<file path="config.mk">
export PLATFORM = sky130hd
export DESIGN_NAME = power_down_and_brownout_sequencer
export DESIGN_NICKNAME = d
export VERILOG_FILES = /design/src/inc/pwr_seq_pkg.sv /design/src/design/power_down_and_brownout_sequencer.sv
export SDC_FILE = /design/constraint.sdc
export NUM_CORES = 1
export LEC_CHECK = 0
export BUFFER_PORTS_ARGS = -buffer_cell sky130_fd_sc_hd__buf_2
export CAP_MARGIN = 5
export CORE_MARGIN = 2
export CORE_UTILIZATION = 47
export DETAILED_ROUTE_END_ITERATION = 7
export PLACE_DENSITY = 0.81
export SLEW_MARGIN = 20
export SYNTH_ARGS = -nofsm -noshare
export SYNTH_HDL_FRONTEND = slang
export SYNTH_SLANG_ARGS = --single-unit
</file>
<file path="constraint.sdc">
create_clock -name clock -period 1.63 [get_ports clock]
set_clock_uncertainty 0.2 [all_clocks]
set_input_delay 0.163 -clock clock [delete_from_list [all_inputs] [get_ports clock]]
set_output_delay 0.163 -clock clock [all_outputs]
set_load 0.01 [all_outputs]
</file>
<file path="src/inc/pwr_seq_pkg.sv">
// Constants and carrier types for the power-down and start-condition sequencer.
// Assumes a single 100 MHz clock domain and a CPU decoder that issues one-cycle instruction strobes.
package pwr_seq_pkg;
   localparam logic [7:0] SP_RESET_LEVEL  = 8'h07;
   localparam logic [1:0] COUNTER_INPUT_INPUT_SEL  = 2'h3;
   localparam logic       PFLAG_RESET     = 1'b0;
   localparam logic       PFLAG_WARM      = 1'b1;
   localparam int         CLOCK_MHZ       = 100;
   localparam int         WAKE_DELAY_NS   = 20;
   localparam int         WAKE_CYCLES     = ((WAKE_DELAY_NS * CLOCK_MHZ) + 999) / 1000;

   typedef enum {
      ST_RUN,
      ST_CLOCK_RUN,
      ST_RAM_BACKUP,
      ST_WAKE
   } pwr_state_t;

   // One-cycle strobes from the instruction decoder
   typedef struct packed {
      logic detectorEnable;
      logic sleepArm;
      logic clockRunSleep;
      logic ramBackupSleep;
      logic watchdogRestart;
   } instr_t;

   // Asynchronous-world events, each synchronised before use
   typedef struct packed {
      logic extWakeup;
      logic resetPin;
      logic voltageLow;
   } pins_t;

   // Domain controls towards the rest of the chip
   typedef struct packed {
      logic cpuInit;
      logic spLoad7;
      logic mainOscStop;
      logic subOscRun;
      logic lcdOn;
      logic timer3Run;
      logic timer3Undefined;
      logic timers12Undefined;
      logic watchdogInit;
      logic retainRegs;
   } ctrl_t;

   // Controls while reset is held: clocks running, core held, nothing retained yet
   localparam ctrl_t CTRL_RESET = '{
      cpuInit:           1'b1,
      spLoad7:           1'b0,
      mainOscStop:       1'b0,
      subOscRun:         1'b1,
      lcdOn:             1'b1,
      timer3Run:         1'b1,
      timer3Undefined:   1'b0,
      timers12Undefined: 1'b0,
      watchdogInit:      1'b0,
      retainRegs:        1'b0
   };
endpackage : pwr_seq_pkg

</file>
<file path="src/design/power_down_and_brownout_sequencer.sv">
// Power-down and start-condition sequencer: sleep entry, warm/cold start, brown-out reset.
// Assumes instruction strobes on clock; pins and voltage comparator are asynchronous.
// Functional notes
// RL1: Voltage below threshold resets processor while detector is active.
// RL2: Once enabled, detection stays active in both sleep modes.
// RL3: Detector enable is one-shot; only system reset revokes it; the code also revokes it on the reset pin.
// RL4: Arm then first sleep instruction enters clock-operating mode.
// RL5: Arm then second sleep instruction enters RAM back-up mode.
// RL6: Sleep instruction without arming acts as no-operation.
// RL7: Clock-operating mode keeps RAM, reset, sub-clock, LCD, timer 3 alive.
// RL8: RAM back-up keeps only RAM and reset; LCD off, timer 3 undefined.
// RL9: Wakeup or timer 3 underflow restarts at zero with power flag 1.
// RL10: Reset pin, watchdog or voltage drop restarts with power flag 0.
// RL11: Software reads power flag and timer 3 flag to identify start.
// RL12: Sleep entry initializes PC, A, B, carry, SP, interrupt and timer controls.
// RL13: Sleep retains control, clock, timer, LCD, pull-up, wakeup, port registers.
// RL14: RAM back-up sets stack pointer to 7; others need re-initialization.
// RL15: Timers 1 and 2 and their flags are undefined after sleep.
// RL16: Sleep initializes watchdog; software restarts it before sleeping.
// RL17: RAM back-up drives carry/counter pin low, or floats it when select is 11.
// RL18: RAM back-up wakes only on external wakeup; clock mode also on timer 3.
// RL19: Sleep entered with timer 3 flag set returns immediately; the code does this in clock-operating mode only.
// RL20: Arming clears on any reset and on completed power-down entry.
`timescale 1ns/1ps

module power_down_and_brownout_sequencer
   import pwr_seq_pkg::*;
(
   // Clock and reset
   input  wire logic               clock,
   input  wire logic               rst,
   // Instruction strobes
   input  wire pwr_seq_pkg::instr_t instr,
   // Asynchronous sources
   input  wire pwr_seq_pkg::pins_t pins,
   // Same-domain sources
   input  wire logic               watchdogReset,
   input  wire logic               timer3Flag,
   input  wire logic [1:0]         counterSelect,
   input  wire logic               carryOut,
   // Status to CPU
   output logic                    powerFlag,
   output logic                    detectorActive,
   output logic                    armed,
   output logic                    asleep,
   output logic                    cpuReset,
   output logic                    warmStart,
   output pwr_seq_pkg::ctrl_t      ctrl,
   // Carry/counter pin
   output logic                    carryPinOut,
   output logic                    carryPinOe
);
   import pwr_seq_pkg::*;

   pins_t      meta_r;
   pins_t      sync_r;
   pwr_state_t state_r;
   pwr_state_t state_nxt;
   logic       pflag_r;
   logic       pflag_nxt;
   logic       detEn_r;
   logic       arm_r;
   logic       arm_nxt;
   logic       cold_r;
   logic       warm_r;
   logic       pinOut_r;
   logic       pinOe_r;
   ctrl_t      ctrl_r;
   ctrl_t      ctrl_nxt;

   // Two-flop synchronisers; first stage feeds only the second
   always_ff @(posedge clock or posedge rst) begin
      if (rst) begin
         meta_r <= '0;
         sync_r <= '0;
      end else begin
         meta_r <= pins;
         sync_r <= meta_r;
      end
   end

   wire brownOut   = detEn_r & sync_r.voltageLow;                      // RL1 RL2
   wire coldEvent  = sync_r.resetPin | watchdogReset | brownOut;       // RL10
   wire enterClock = instr.clockRunSleep & arm_r & (state_r == ST_RUN); // RL4 RL6
   wire enterRam   = instr.ramBackupSleep & arm_r & (state_r == ST_RUN) & ~instr.clockRunSleep; // RL5 RL6
   wire clockWake  = sync_r.extWakeup | timer3Flag;                    // RL18 RL19
   wire ramWake    = sync_r.extWakeup;                                 // RL18
   wire floatPin   = (counterSelect == COUNTER_INPUT_INPUT_SEL);                // RL17

   always_comb begin
      state_nxt = state_r;
      pflag_nxt = pflag_r;
      arm_nxt   = arm_r;
      if (instr.sleepArm && state_r == ST_RUN) begin
         arm_nxt = 1'b1;
      end
      case (state_r)
         ST_RUN: begin
            if (enterClock) begin
               state_nxt = ST_CLOCK_RUN;                               // RL4
               arm_nxt   = 1'b0;                                       // RL20
            end else if (enterRam) begin
               state_nxt = ST_RAM_BACKUP;                              // RL5
               arm_nxt   = 1'b0;                                       // RL20
            end
         end
         ST_CLOCK_RUN: begin
            if (clockWake) begin
               state_nxt = ST_WAKE;                                    // RL9 RL19
               pflag_nxt = PFLAG_WARM;
            end
         end
         ST_RAM_BACKUP: begin
            if (ramWake) begin
               state_nxt = ST_WAKE;                                    // RL9 RL18
               pflag_nxt = PFLAG_WARM;
            end
         end
         ST_WAKE: begin
            state_nxt = ST_RUN;
         end
         default: begin
            state_nxt = ST_RUN;
         end
      endcase
      if (coldEvent) begin
         state_nxt = ST_RUN;                                           // RL10
         pflag_nxt = PFLAG_RESET;
         arm_nxt   = 1'b0;                                             // RL20
      end
   end

   always_ff @(posedge clock or posedge rst) begin
      if (rst) begin
         state_r <= ST_RUN;
         pflag_r <= PFLAG_RESET;
         arm_r   <= 1'b0;
         cold_r  <= 1'b1;
         warm_r  <= 1'b0;
      end else begin
         state_r <= state_nxt;
         pflag_r <= pflag_nxt;
         arm_r   <= arm_nxt;
         cold_r  <= coldEvent;                                         // RL1 RL10
         warm_r  <= (state_r == ST_WAKE);                              // RL9
      end
   end

   // Detector enable: one-shot, cleared only by reset pin or power-on
   always_ff @(posedge clock or posedge rst) begin
      if (rst) begin
         detEn_r <= 1'b0;
      end else if (sync_r.resetPin) begin
         detEn_r <= 1'b0;                                              // RL3
      end else if (instr.detectorEnable) begin
         detEn_r <= 1'b1;                                              // RL3
      end
   end

   // Pin levels while in RAM back-up; registered so the pin never glitches
   always_ff @(posedge clock or posedge rst) begin
      if (rst) begin
         pinOut_r <= 1'b0;
         pinOe_r  <= 1'b1;
      end else if (state_nxt == ST_RAM_BACKUP) begin
         pinOut_r <= 1'b0;                                             // RL17
         pinOe_r  <= ~floatPin;                                        // RL17
      end else begin
         pinOut_r <= carryOut;
         pinOe_r  <= ~floatPin;
      end
   end

   wire sleeping = (state_r == ST_CLOCK_RUN) | (state_r == ST_RAM_BACKUP);

   assign powerFlag      = pflag_r;                                    // RL11
   assign detectorActive = detEn_r;                                    // RL2
   assign armed          = arm_r;
   assign asleep         = sleeping;
   assign cpuReset       = cold_r;
   assign warmStart      = warm_r;
   assign carryPinOut    = pinOut_r;
   assign carryPinOe     = pinOe_r;

   wire sleepNext = (state_nxt == ST_CLOCK_RUN) | (state_nxt == ST_RAM_BACKUP);
   wire ramNext   = (state_nxt == ST_RAM_BACKUP);

   // Sleep entry clears CPU core state; watchdog is cleared too, so restart it first
   // Decoded from the next state so the registered controls line up with the state
   assign ctrl_nxt = '{
      cpuInit:           sleepNext | coldEvent,                        // RL12
      spLoad7:           ramNext,                                      // RL14
      mainOscStop:       sleepNext,
      subOscRun:         ~ramNext,                                     // RL7 RL8
      lcdOn:             ~ramNext,                                     // RL7 RL8
      timer3Run:         ~ramNext,                                     // RL7
      timer3Undefined:   ramNext,                                      // RL8
      timers12Undefined: sleepNext,                                    // RL15
      watchdogInit:      sleepNext,                                    // RL16
      retainRegs:        ~coldEvent                                    // RL13
   };

   always_ff @(posedge clock or posedge rst) begin
      if (rst) begin
         ctrl_r <= CTRL_RESET;
      end else begin
         ctrl_r <= ctrl_nxt;
      end
   end

   assign ctrl = ctrl_r;
endmodule : power_down_and_brownout_sequencer

</file>
== Yosys cells after proc, flatten, opt, wreduce, memory -nomap -nowiden ==
Cells that the tools add are included.

* $add $sub $neg: 0
* Multiply operators: 0
* Div/mod/pow operators: 0
* Magnitude comparators: 0
* Equality and inequality tests: 10
* Shifts and indexed selects: 0
* Multiplexer cells: 18
* Bitwise logic cells: 16
* Reduce and logical (&&, ||, !) cells: 6

{| class="wikitable"
|+ Operators by type and width
! kind !! count
|-
| 32-bit 2-to-1 mux || 5
|-
| 32-bit by 2-bit equality test with 1-bit output (second input constant) || 3
|-
| 32-bit by 3-bit equality test with 1-bit output (second input constant) || 3
|-
| 32-bit case mux with 3 select lines || 1
|-
| 32-bit logical NOT || 2
|-
| 32-bit by 1-bit equality test with 1-bit output (second input constant) || 1
|-
| 1-bit 2-to-1 mux || 11
|-
| 1-bit AND || 6
|-
| 3-bit != test (second input constant) || 2
|-
| 1-bit bitwise OR || 6
|-
| 1-bit NOT || 4
|-
| 3-bit AND reduction || 1
|-
| 3-bit nonzero test || 1
|-
| 2-bit equality test (second input constant) || 1
|-
| 1-bit case mux with 2 select lines || 1
|-
| 2-bit nonzero test || 1
|-
| 1-bit logical AND || 1
|}

* Register bits after elaboration: 50
* Bits in latches: 0
* Memory bits (writable): 0
* Memory bits (read-only): 0
* Bits of input ports: 15
* Output and inout port bits: 18
* Word-level logic and storage cells: 69
* Memories kept: 0

== Depth between registers and ports, before layout ==
* Depth after elaboration: 10
* Mapped depth: 5
* Depth with buffers taken out: 5

== Least setup slack after synthesis ==
No wires, ideal clock.

* Path type: flip-flop to flip-flop
* Start point: register state_r[18]
* End point: register pflag_r (netlist: powerFlag)
* Library setup time: 0.067 ns
* Data arrival time: 1.471 ns
* Data required time: 1.363 ns
* Slack: -0.108 ns
* Stages on the path, launching flop included: 5
* Path buffers: 0
* Clock period less this slack: 1.738 ns
* Path through: dfrtp_1 > nor4_2 > nand4_2 > a211oi_1 > a22o_1

* Longest elaborated chain between the ends: 3
* Elaborated cells on any way between the ends: 8
* Classes of those cells: eq/ne: 4; mux: 2; reduce/logical: 2

{| class="wikitable"
|+ RTL lines
! element !! line !! source
|-
| start, declared || power_down_and_brownout_sequencer.sv:57 || <nowiki>pwr_state_t state_r;</nowiki>
|-
| start signal, assigned || power_down_and_brownout_sequencer.sv:141 || <nowiki>state_r <= state_nxt;</nowiki>
|-
| 32-bit by 1-bit equality test with 1-bit output / 32-bit by 2-bit equality test with 1-bit output (equally long branches) || power_down_and_brownout_sequencer.sv:97 || <nowiki>case (state_r)</nowiki>
|-
| 3-bit != test (no line), or another cell as far along || - ||
|-
| 3-bit AND reduction (no line) / 1-bit 2-to-1 mux (equally long branches) || - ||
|-
| end signal, assigned || power_down_and_brownout_sequencer.sv:142 || <nowiki>pflag_r <= pflag_nxt;</nowiki>
|-
| end, declared || power_down_and_brownout_sequencer.sv:59 || <nowiki>logic pflag_r;</nowiki>
|}

Several ways; a longest one is shown, not always the timed one.
A chain may end at the register's enable or synchronous reset.

== Worst setup path after layout ==
* Start point: register state_r[21]
* End point: output asleep

* Longest elaborated chain between the ends: 2
* Elaborated cells on any way between the ends: 3
* Classes of those cells: eq/ne: 2; bitwise: 1

{| class="wikitable"
|+ RTL lines
! element !! line !! source
|-
| 32-bit by 2-bit equality test with 1-bit output / 32-bit by 3-bit equality test with 1-bit output (equally long branches) || power_down_and_brownout_sequencer.sv:174 || <nowiki>wire sleeping = (state_r == ST_CLOCK_RUN) | (state_r == ST_RAM_BACKUP);</nowiki>
|-
| 1-bit bitwise OR * || power_down_and_brownout_sequencer.sv:174 ||
|-
| end, declared || power_down_and_brownout_sequencer.sv:45 || <nowiki>output logic asleep,</nowiki>
|}

Every way passes the cells marked *; elsewhere a longest branch is shown, timed or not.

==> impl_metrics.csv <==
group,metric,value,unit
floorplanning,io_pins,33,
pwr,combPwrFrac,5.8,%
grt,use_met3,4.46,%
final_layout,fin_cells,241,
run_status,violations,"negative setup slack",
cts,numCtsBuffers,5,
pwr,p_per_area,913,nW/um^2
worst_setup_path,path_class,"reg2out",
worst_hold_path,hp-start,"timer3Flag",
final_layout,syn2layout_area_growth,42.1,%
worst_setup_path,cp_cell_sequence,"nor4_4 > nand4_2 > a211oi_2 > buf_2",
run_status,status,"complete, but fails checks",
worst_setup_path,startpoint,"state_r[21]$_DFF_PP0_",
pwr,peakVddDrop,715,uV
final_layout,fin_nets,209,
floorplanning,dieArea,4040,sq um
cts,clock_latency,370,ps
placement,io_buffers,31,
drt,drt_wl_total,3200,um
worst_setup_path,crit_buf_inv,1,
worst_hold_path,hold_depth,4,
grt,grt_pass1_vias,1148,
timing,setup_ws,-413,ps
grt,track_usage,17.9,%
grt,grt.overflow.total,0,
timing,finalMaxSlewViolations,0,
grt,grt_antenna_before_repair,0,
floorplanning,row_count,21,
final_layout,fill_cells,236,
placement,place.gp.congestion,0.773,
final_layout,drive_gt1_share,36.9,%
timing,setup-violations-final,10,
logic_synthesis,synth.distinct_cells,25,
pwr,p_switching,0.484,mW
logic_synthesis,yosysWarningCount,0,
final_layout,fin_util,70.5,%
final_layout,diodes,0,
pwr,fin_total_pwr,2.17,mW
drt,vias,1093,
worst_setup_path,crit_path_top_delay_cell,"dfrtp_1",
logic_synthesis,syn_area,1670,sq um
drt,drc_errors,0,
pwr,p_int,1.68,mW
grt,grt_pass1_wl,5200,um
cts,cts.sinks,50,
grt,grt_max_degree,51,
worst_setup_path,critPathTopFamily,"simple AND/OR/NAND/NOR gates",
placement,dp.cells,217,
pwr,seq_power_share,61.5,%
logic_synthesis,ys_ff_latch,50,
logic_synthesis,seq_area_frac_synth,75.3,%
worst_setup_path,r2r_start,"state_r[21]$_DFF_PP0_",
pwr,p_leak,1.15,nW
worst_hold_path,min_path_type,"in2reg",
drt,via_per_inst,4.54,
run,cap_violations,0,
floorplanning,core,3360,sq um
floorplanning,die_h,63.6,um
pwr,switching_share,22.4,%
placement,dp_hpwl,1850,um
timing,final.min_clock_period,2040,ps
pwr,pwr-share-clk,32.7,%
grt,met1_usage,18.9,%
floorplanning,die_w,63.6,um
floorplanning,initial_core_util,49.6,%
cts,path_clk_slew,130,ps
grt,grtUsageMet2,30.1,%
drt,drtIter0Drc,18,
drt,wl_per_cell,13.3,um
worst_setup_path,end_kind,"output pin",
logic_synthesis,synthCells,109,
timing,max_freq,489,MHz
worst_setup_path,worstSetupStartpointType,"flop",
drt,drt_pass1_iterations,4,
cts,htreeDepth,2,
grt,grt-busiest-layer,"met2",
worst_setup_path,worstPathRequired,1270,ps
drt,drtAntennaViolNets,0,
cts,cts_tree,"yes",
worst_setup_path,worstSetupPathDepth,4,
logic_synthesis,synth_area_per_cell,15.3,sq um
cts,clk_path_buf_depth,2,
placement,pre_cts_ws,-296,ps
cts,root_buffer,"clkbuf_4",
worst_setup_path,worstRegToRegCells,6,
timing,min_period_over_period,125,%
timing,hold_viol_final,0,
worst_setup_path,cp.arrival,1680,ps
worst_setup_path,cp_max_fo,2,
worst_setup_path,cp_slowest_stage_delay,430,ps
timing,rsz0062_at_grt,"true",
-- cells in the final DEF (no fill, tap or decap), types with 2 or more instances in the layout --
cell,count
conb_1,30
buf_4,5
nand2_1,7
nand2b_1,2
nor4_4,6
nor4_2,2
nor2_1,7
buf_2,31
o21ai_0,4
dfstp_2,4
dlygate4sd3_1,12
clkbuf_4,5
buf_6,5
a21oi_1,2
nor2b_1,3
inv_1,4
dfrtp_1,46
-- power by group through the flow --
stage	Combinational (mW)	Clock (mW)	Sequential [mW]
3_5_place_dp	0.0945	0	1.35
6_report	0.126	0.708	1.33
5_1_grt	0.142	0.792	1.34
4_1_cts	0.120	0.732	1.33
3_3_place_gp	0.0921	0	1.35
2_1_floorplan	0.0450	0	1.35
-- metal layers --
layer | part of all wire, % | vias to the layer above
li1 | - | 505
met3 | 4.3 | 17
met1 | 36 | 525
met2 | 54 | 46
met4 | 4.8 | 0
met5 | 0 | -
-- cells by family after synthesis --
family                 count (synthesis)  synth area share (%)
DFF                                   50                  75.3
buffers and inverters                 10                  3.37
and+or+nand+nor                       35                  15.4
other                                  1                 0.225
AOI/OAI and AO/OA                     13                  5.77
-- per-stage QoR --
stage | setup TNS, ps | cell area, sq um | hold WS (ps)
3_5_place_dp | -1630 | 2050 | 18.5
6_report | -2750 | 2370 | 58.6
5_1_grt | -3470 | 2370 | 75.9
2_1_floorplan | -84.8 | 1810 | -5.57
4_1_cts | -2520 | 2350 | 26.1
3_3_place_gp | -825 | 2050 | 10.1
-- final cells by class --
class | instances | area [sq um] | area share [%]
well taps | 46 | 57.6 | 2.43
repair buffers | 54 | 389 | 16.4
clock inverters | 3 | 43.8 | 1.85
inverters | 5 | 18.8 | 0.792
flip-flops and latches | 50 | 1260 | 53.0
multi-input cells | 78 | 568 | 24.0
clock buffers | 5 | 37.5 | 1.58
-- synthesized netlist by cell type --
cell type / instances / area share (%)
dfstp_2: 4 / 6.3
nand4_2: 1 / 0.75
a211o_1: 1 / 0.52
conb_1: 1 / 0.22
o21ai_0: 4 / 1.2
nor4_2: 8 / 6.0
dfrtp_1: 46 / 69
a22o_1: 1 / 0.52
a21oi_1: 2 / 0.60
a221oi_2: 1 / 0.90
buf_4: 5 / 2.2
or3_1: 1 / 0.38
o211a_1: 1 / 0.60
inv_1: 5 / 1.1
nor2_1: 7 / 1.6
nand2_1: 7 / 1.6
nor4bb_1: 1 / 0.60
o21bai_1: 1 / 0.45
o41ai_1: 1 / 0.52
nor3_1: 2 / 0.60
nand4_4: 1 / 1.3
a211oi_1: 1 / 0.45
and3_1: 2 / 0.75
nand2b_1: 2 / 0.75
nor2b_1: 3 / 1.1
-- registers in the layout (all words and copies together), names as in the netlist --
signal	count
carryPinOut	1
powerFlag	1
cpuReset	1
armed	1
carryPinOe	1
state_r	32
detectorActive	1
sync_r	2
ctrl	5
warmStart	1
ramWake	1
meta_r	3
-- repair_timing --
item	CTS	global route
endpoints found under the hold margin	60	0
setup endpoints to repair	11	11
resized for setup	12	5
pin swaps	8	9
hold buffers	12	0
buffers inserted	4	2
-- final timing paths --
| path | endpoint | slack (ps) |
|---|---|---|
| max in group asynchronous | ctrl[4]$_DFF_PP1_ | 790 |
| min in group asynchronous | meta_r[0]$_DFF_PP0_ | 150 |
| worst min register to register | sync_r[1]$_DFF_PP0_ | 170 |
| worst max-delay path | asleep | -410 |
| worst min-delay path | powerFlag$_DFFE_PP0P_ | 60 |
| worst max register to register | armed$_DFF_PP0_ | -410 |
-- worst reg2reg max path: stages, from the launching register on --
cell      delay (ps)
dfrtp_1          430
nor4_4           310
nand4_2          150
buf_4            160
buf_6            120
or3_4            380
a221oi_2         230
Note: power is estimated with default switching activity, not from simulation.
